**src/hw/rotate_defines.vh**
```
// constants for the rotate instruction datapath
`ifndef ROTATE_DEFINES_VH
`define ROTATE_DEFINES_VH
`define OP_ROT_LEFT_NO_CARRY 1'b0
`define OP_ROT_RIGHT_CARRY 1'b1
`define DEST_WORKING 1'b0
`define DEST_FILE 1'b1
`define BANK_ACCESS 1'b0
`define BANK_SELECTED 1'b1
`define ACCESS_SPLIT 8'h80
`define INDEXED_MAX 8'h5F
`define ACCESS_HIGH_BANK 4'hF
`define PHASE_DECODE 2'h0
`define PHASE_READ 2'h1
`define PHASE_PROCESS 2'h2
`define PHASE_WRITE 2'h3
`define WREG_RESET 8'h00
`define CARRY_RESET 1'b0
`define BSR_RESET 4'h0
`endif

```
**src/hw/rotate_datapath.v**
```verilog
// rotate-left-no-carry / rotate-right-through-carry execution datapath
//
// Contract
// - left rotate shifts the byte one place toward bit 7.
// - left rotate moves old bit 7 into bit 0, carry untouched.
// - right rotate shifts one place toward bit 0 through carry.
// - right rotate loads carry from old bit 0, old carry into bit 7.
// - destination bit zero writes working register, source byte kept.
// - destination bit one writes result back to source byte.
// - access bit zero resolves address in the access bank.
// - access bit one uses the bank select register for the bank.
// - access zero, extended set, address up to 5Fh: indexed offset.
//
// The placing of the registers and the strobed register port were decided locally.
`timescale 1ns/10ps
`include "rotate_defines.vh"

module rotate_datapath (
    input wire i_clk,
    input wire i_resetn,
    input wire i_start,
    input wire i_op,
    input wire i_dest,
    input wire i_access,
    input wire [7:0] i_file_addr,
    input wire i_extended_en,
    input wire [11:0] i_index_base,
    input wire [3:0] i_bsr_wdata,
    input wire i_bsr_we,
    input wire [7:0] i_mem_rdata,
    output reg [11:0] o_mem_addr,
    output reg o_mem_re,
    output reg o_mem_we,
    output reg [7:0] o_mem_wdata,
    output reg [7:0] o_wreg,
    output reg o_carry,
    output reg [3:0] o_bank_select,
    output reg [1:0] o_phase,
    output wire o_busy,
    output reg o_done
);

    ////////////////////////////////////////////////////////////////////////
    // address resolution
    function [11:0] resolve_addr;
        input acc;
        input ext;
        input [7:0] f;
        input [3:0] bank_select_register;
        input [11:0] base;
        begin
            if (acc == `BANK_SELECTED) begin
                resolve_addr = {bank_select_register, f};
            end else if (ext && (f <= `INDEXED_MAX)) begin
                resolve_addr = base + {4'h0, f};
            end else if (f < `ACCESS_SPLIT) begin
                resolve_addr = {4'h0, f};
            end else begin
                resolve_addr = {`ACCESS_HIGH_BANK, f};
            end
        end
    endfunction

    ////////////////////////////////////////////////////////////////////////
    // byte rotations
    // old bit 7 wraps to bit 0
    function [7:0] rotate_left_byte;
        input [7:0] b;
        begin
            rotate_left_byte = {b[6:0], b[7]};
        end
    endfunction

    function [7:0] rotate_right_byte;
        input [7:0] b;
        input c;
        begin
            rotate_right_byte = {c, b[7:1]};
        end
    endfunction

    ////////////////////////////////////////////////////////////////////////
    // phase codes
    localparam [1:0] PH_DECODE = `PHASE_DECODE;
    localparam [1:0] PH_READ = `PHASE_READ;
    localparam [1:0] PH_PROCESS = `PHASE_PROCESS;
    localparam [1:0] PH_WRITE = `PHASE_WRITE;

    ////////////////////////////////////////////////////////////////////////
    // state
    reg [1:0] phase_reg;
    reg [1:0] phase_next;
    reg active_reg;
    reg op_reg;
    reg dest_reg;
    reg [11:0] addr_reg;
    reg [7:0] operand_reg;
    reg [7:0] result_reg;
    reg carry_new_reg;
    wire start_take;
    wire in_read;
    wire in_process;
    wire in_write;
    wire write_file;
    wire write_wreg;
    wire [11:0] eff_addr;

    assign o_busy = active_reg;
    // new instruction only accepted while idle
    assign start_take = i_start && !active_reg;
    assign in_read = active_reg && (phase_reg == PH_READ);
    assign in_process = active_reg && (phase_reg == PH_PROCESS);
    assign in_write = active_reg && (phase_reg == PH_WRITE);
    // result back to the source byte
    assign write_file = in_write && (dest_reg == `DEST_FILE);
    assign write_wreg = in_write && (dest_reg == `DEST_WORKING);

    assign eff_addr = resolve_addr(i_access, i_extended_en, i_file_addr,
        o_bank_select, i_index_base);

    ////////////////////////////////////////////////////////////////////////
    // phase sequencing
    // decode, read, process, write
    always @* begin
        case (phase_reg)
            PH_DECODE: phase_next = PH_READ;
            PH_READ: phase_next = PH_PROCESS;
            PH_PROCESS: phase_next = PH_WRITE;
            PH_WRITE: phase_next = PH_DECODE;
            default: phase_next = PH_DECODE;
        endcase
    end

    always @(posedge i_clk or negedge i_resetn) begin
        if (!i_resetn) begin
            phase_reg <= PH_DECODE;
        end else if (active_reg || start_take) begin
            phase_reg <= phase_next;
        end
    end

    // phase mirror for observers
    always @(posedge i_clk or negedge i_resetn) begin
        if (!i_resetn) begin
            o_phase <= PH_DECODE;
        end else if (active_reg || start_take) begin
            o_phase <= phase_next;
        end
    end

    always @(posedge i_clk or negedge i_resetn) begin
        if (!i_resetn) begin
            active_reg <= 1'b0;
        end else if (start_take) begin
            active_reg <= 1'b1;
        end else if (in_write) begin
            active_reg <= 1'b0;
        end
    end

    // end of instruction pulse
    always @(posedge i_clk or negedge i_resetn) begin
        if (!i_resetn) begin
            o_done <= 1'b0;
        end else begin
            o_done <= in_write;
        end
    end

    ////////////////////////////////////////////////////////////////////////
    // decode: operand capture
    always @(posedge i_clk or negedge i_resetn) begin
        if (!i_resetn) begin
            op_reg <= 1'b0;
            dest_reg <= 1'b0;
        end else if (start_take) begin
            op_reg <= i_op;
            dest_reg <= i_dest;
        end
    end

    // resolved address held for write back
    always @(posedge i_clk or negedge i_resetn) begin
        if (!i_resetn) begin
            addr_reg <= 12'h000;
        end else if (start_take) begin
            addr_reg <= eff_addr;
        end
    end

    // bank select only reloads between instructions
    always @(posedge i_clk or negedge i_resetn) begin
        if (!i_resetn) begin
            o_bank_select <= `BSR_RESET;
        end else if (i_bsr_we && !active_reg) begin
            o_bank_select <= i_bsr_wdata;
        end
    end

    ////////////////////////////////////////////////////////////////////////
    // memory port
    always @(posedge i_clk or negedge i_resetn) begin
        if (!i_resetn) begin
            o_mem_addr <= 12'h000;
        end else if (start_take) begin
            o_mem_addr <= eff_addr;
        end else if (write_file) begin
            o_mem_addr <= addr_reg;
        end
    end

    always @(posedge i_clk or negedge i_resetn) begin
        if (!i_resetn) begin
            o_mem_re <= 1'b0;
        end else begin
            o_mem_re <= start_take;
        end
    end

    always @(posedge i_clk or negedge i_resetn) begin
        if (!i_resetn) begin
            o_mem_we <= 1'b0;
        end else begin
            o_mem_we <= write_file;
        end
    end

    always @(posedge i_clk or negedge i_resetn) begin
        if (!i_resetn) begin
            o_mem_wdata <= 8'h00;
        end else if (write_file) begin
            o_mem_wdata <= result_reg;
        end
    end

    ////////////////////////////////////////////////////////////////////////
    // datapath
    // read operand
    always @(posedge i_clk or negedge i_resetn) begin
        if (!i_resetn) begin
            operand_reg <= 8'h00;
        end else if (in_read) begin
            operand_reg <= i_mem_rdata;
        end
    end

    always @(posedge i_clk or negedge i_resetn) begin
        if (!i_resetn) begin
            result_reg <= 8'h00;
            carry_new_reg <= 1'b0;
        end else if (in_process) begin
            if (op_reg == `OP_ROT_LEFT_NO_CARRY) begin
                result_reg <= rotate_left_byte(operand_reg);
                carry_new_reg <= o_carry;
            end else begin
                result_reg <= rotate_right_byte(operand_reg, o_carry);
                carry_new_reg <= operand_reg[0];
            end
        end
    end

    always @(posedge i_clk or negedge i_resetn) begin
        if (!i_resetn) begin
            o_carry <= `CARRY_RESET;
        end else if (in_write) begin
            o_carry <= carry_new_reg;
        end
    end

    always @(posedge i_clk or negedge i_resetn) begin
        if (!i_resetn) begin
            o_wreg <= `WREG_RESET;
        end else if (write_wreg) begin
            o_wreg <= result_reg;
        end
    end

endmodule // rotate_datapath

```
**config.mk**
```make
export PLATFORM = sky130hd
export DESIGN_NAME = rotate_datapath
export DESIGN_NICKNAME = d
export VERILOG_FILES = /design/src/hw/rotate_datapath.v
export VERILOG_INCLUDE_DIRS = /design/src /design/src/hw
export SDC_FILE = /design/constraint.sdc
export NUM_CORES = 1
export LEC_CHECK = 0
export ABC_AREA = 1
export BUFFER_PORTS_ARGS = -buffer_cell sky130_fd_sc_hd__buf_2
export CAP_MARGIN = 20
export CORE_UTILIZATION = 58
export CTS_CLUSTER_SIZE = 30
export DETAILED_ROUTE_END_ITERATION = 8
export HOLD_SLACK_MARGIN = 0.05
export PLACE_DENSITY = 0.82
export SKIP_CTS_REPAIR_TIMING = 1
export SYNTH_ARGS = -nofsm -noshare
export SYNTH_HDL_FRONTEND = slang
export SYNTH_SLANG_ARGS = --single-unit
export TNS_END_PERCENT = 30
```
**constraint.sdc**
```tcl
create_clock -name i_clk -period 3.1 [get_ports i_clk]
set_clock_uncertainty 0.2 [all_clocks]
set_input_delay 0.62 -clock i_clk [delete_from_list [all_inputs] [get_ports i_clk]]
set_output_delay 0.62 -clock i_clk [all_outputs]
set_load 0.01 [all_outputs]
```
* Word level (Yosys, flattened, before mapping)
Cells that the tools add are included.
Storage, ports and cells: bits in registers 70, input port bits 40, word-level logic and storage cells 46
Operators by class: $add $sub $neg 1, order comparisons 2, equal/unequal tests 3, multiplexer cells 10, bitwise operators 1, reductions and logical operators 13
Operators with widths (count):
- 2-to-1 mux 12 bit | 5
- adder 12 x 8 -> 12 bit | 1
- less-or-equal comparator 8 x 7 -> 1 bit, second input constant | 1
- logical AND 1 bit | 8
- < comparator 8 bit, second input constant | 1
- 2-to-1 mux 8 bit | 1
- one-hot mux 2 bit (4 select lines) | 1
- == test 2 bit, second input constant | 2
- nonzero test 2 bit | 2
- 2-to-1 mux 1 bit | 3
- == test 2 x 1 -> 1 bit, second input constant | 1
- logical NOT 2 bit | 1
- logical NOT 1 bit | 1
- logical OR 1 bit | 1
- inverter 1 bit | 1

* Depth between registers and ports, before layout
depth in word-level cells 5, gate-level depth with buffers 14, depth with buffers taken out 14

* Least setup slack after synthesis
No wires, ideal clock.
path kind input to register, start input port i_file_addr[0], end register o_mem_addr[6], setup time 83 ps, arrival 1974 ps, required time 2817 ps, setup slack 843 ps, cell stages on the path 12, buffers on the path 0, cell sequence ha_1 -> inv_1 -> fa_1 -> inv_1 -> nand3_1 -> nand3_1 -> nand2_1 -> nand2_1 -> nor2_1 -> o21ai_0 -> o21ai_0 -> o21ai_0
On the way: cells in the longest elaborated chain, start to end 5, elaborated cells on any way between the ends 6
RTL lines:
- start: declaration | RTL line rotate_datapath.v:25 | input wire [7:0] i_file_addr,
- branches (longest 2 deep; another with adder 12 x 8 -> 12 bit)
- 2-to-1 mux 12 bit (*) | RTL line rotate_datapath.v:54 | end else if (ext && (f <= `INDEXED_MAX)) begin
- 2-to-1 mux 12 bit (*) | RTL line rotate_datapath.v:52 | if (acc == `BANK_SELECTED) begin
- 2-to-1 mux 12 bit (*) | RTL line rotate_datapath.v:205 | end else if (start_take) begin
- end signal: assignment | RTL line rotate_datapath.v:206 | o_mem_addr <= eff_addr;
- end signal: assignment | RTL line rotate_datapath.v:208 | o_mem_addr <= addr_reg;
- end: declaration | RTL line rotate_datapath.v:31 | output reg [11:0] o_mem_addr,
Mark *: on every way between the ends. A chain may end at the register's enable or synchronous reset.

==> results.yml <==
grt:
  antenna_found_initial: 0
  use_met3_pct: 4.419
  grt.total_usage_pct: 27.09
  overflow: 0
  grt_pass1_wl_mm: 12.79
  grt_max_degree: 71
  use_met1_pct: 38.34
  grt_pass1_vias: 2772
  busiest_layer: "met2"
  use_met2_pct: 41.74
yosys:
  synth_compound_gate_area_share_pct: 14.03
  syn-num-nets: 471
  synth_fa_ha_area_share_pct: 4.994
  synth_xor_area_share_pct: 0.5141
  synthDominantCellAreaShare_pct: 51.41
  yosysWarningCount: 0
  synth_top_family_by_area: "simple AND/OR/NAND/NOR gates"
  synth.area.mux_share_pct: 0
  synth_top_cell_by_area: "dfrtp_1"
  synth_top_cells_by_area: "dfrtp_1 (51%), nand2_1 (13%), a21oi_1 (6.5%)"
  synth.distinct_cells: 29
  ys_seq_area_share_pct: 51.41
  synth_area_um2: 3407
  synth-seq-cells: 70
  syn_avg_cell_area_um2: 8.151
  synth_simple_gate_area_share_pct: 21.81
  synthCells: 418
detailed_routing:
  vias_per_cell: 5.184
  drt-total-wl_mm: 7.442
  wl_per_cell_um: 12.92
  post-route-drc-count: 0
  num_vias: 2986
  drt_first_pass_iters: 5
  first_iter_violations: 180
  antenna_left: 0
floorplanning:
  die_w_um: 78.65
  core_um2: 5574
  ios: 79
  die_h_um: 78.65
  start_util_pct: 61.12
  std_cell_rows: 27
  fp.dieArea_um2: 6185
power:
  switchingPower_uw: 1491
  ir_drop_mv: 0.6346
  power.density_nw_per_um2: 941.6
  p_leak_uw: 0.002214
  pwr-share-seq_pct: 41.6
  p_sw_share_pct: 38.81
  internal-power_uw: 2351
  clkPwrFrac_pct: 21.7
  comb_power_share_pct: 36.8
clocking:
  cts.clk_slew.worst_paths_ps: 70
  cts_max_level: 3
  numCtsBuffers: 9
  clock_sinks: 70
  worstSkewPairLatency_ps: 340
  cts_tree: "done"
  cts.path.max_buffers: 2
  cts-root-buf: "clkbuf_8"
timing:
  slew_headroom_pct: 43.91
  slew_viol_final: 0
  grt_setup_unrepaired: "no"
  setup_violations: 0
  max_freq_mhz: 449.3
  final-hold-violation-count: 0
  worst_pin_slew_ps: 841.4
  tns_ps: 0
  finalCritPeriodShare_pct: 71.79
  hold_ws_ps: 276.6
  fin_crit_ps: 2225
placement:
  hpwl_mm: 5.450
  globalplace.congestion: 0.9066
  io_buffers: 78
status:
  status: "finished clean"
setup_path:
  crit_arrival_ps: 2240
  r2r_setup_slack_ps: 870
  worst-setup-path-type: "register to register"
  required_ps: 3110
  crit_path_end_kind: "register"
  cp-start-kind: "register"
  crit_fanout: 17
min_path:
  holdCritPathClass: "primary input to async pin"
cells_and_area:
  layout_commonest_cell: "nand2_1"
  drive_gt1_share_pct: 22.02
  num-nets-final: 552
  n_antenna_cell: 0
  n_fill_cell: 441
  final_cell_mix: "nand2_1 (118), buf_2 (78), dfrtp_1 (70)"
  synthToLayoutAreaGrowth_pct: 19.79
run:
  cap_violations: 0
-- metrics by stage --
step	cells	worst slack, ps	area, µm²	util [%]	total power (µW)
global route	576	653.4	4081	73.22	4158
floorplan	418	843.1	3407	-	2499
CTS	576	876.7	4081	73.22	3858
finish	576	874.5	4081	73.22	3843
global placement	560	657.2	3851	69.09	2937
detailed placement	560	543.2	3851	69.09	3012
-- area by class of cell --
class | instances | area [µm²] | area share [%]
clock buffer | 10 | 137.6 | 3.372
clock inverter | 6 | 92.59 | 2.269
inverter | 52 | 195.2 | 4.782
multi-input combinational | 286 | 1409 | 34.52
sequential | 70 | 1752 | 42.92
tap | 72 | 90.09 | 2.207
timing repair buffer | 80 | 405.4 | 9.933
-- power groups by stage --
stage	Clock, µW	Combinational, µW	Sequential, µW
2_1_floorplan	0	835	1660
3_3_place_gp	0	1350	1590
3_5_place_dp	0	1410	1600
4_1_cts	844	1420	1590
5_1_grt	886	1630	1650
6_report	833	1410	1600
-- per-layer routing --
metal	wire length (µm)	part of all wire [%]	up-vias
li1	-	-	1495
met5	0	0	-
met2	3449	46	83
met3	337	4.5	13
met4	104	1.4	0
met1	3550	48	1395
-- cell families (layout without fill, tap and decap cells) --
logic type | Yosys count | count (layout)
and+or+nand+nor | 181 | 181
xor gates and xnor gates | 2 | 2
DFF | 70 | 70
buffers and inverters | 62 | 148
adders and majority gates | 13 | 13
AOI/OAI and AO/OA | 90 | 90
-- cells in the mapped netlist --
cell	count
nor2_2	1
o21a_1	1
nand2_2	1
o211ai_1	2
ha_1	12
inv_1	48
nand4_1	4
nor3_1	1
a21o_1	1
or2_2	2
o21ai_1	2
fa_1	1
nor2_1	35
clkbuf_1	5
xnor2_1	1
xor2_1	1
o21ai_0	35
nor2_4	3
buf_4	1
a21oi_2	4
buf_1	1
nand2_1	118
dfrtp_1	70
a21oi_1	44
a21boi_0	1
nand3_1	16
buf_2	2
buf_6	1
inv_2	4
-- critical path, stage by stage (launching register included) --
cell	delay, ps
dfrtp_1	420
ha_1	210
nand2_1	160
nor2_2	60
inv_1	340
nand2_2	290
inv_2	290
o21ai_0	140
-- path summary, 6_finish.rpt --
path | start | to | cells past startpoint
setup / recovery | o_phase[0] | o_mem_addr[6] | 7
hold / removal | i_resetn | o_mem_addr[9] | 2
setup reg to reg | o_phase[0] | o_mem_addr[6] | 7
hold reg to reg | o_mem_addr[11] | o_mem_addr[11] | 2
max in group asynchronous | i_resetn | o_mem_addr[5] | 2
min in group i_clk | o_mem_addr[11] | o_mem_addr[11] | 2
Power figures use the tool's default switching activity.
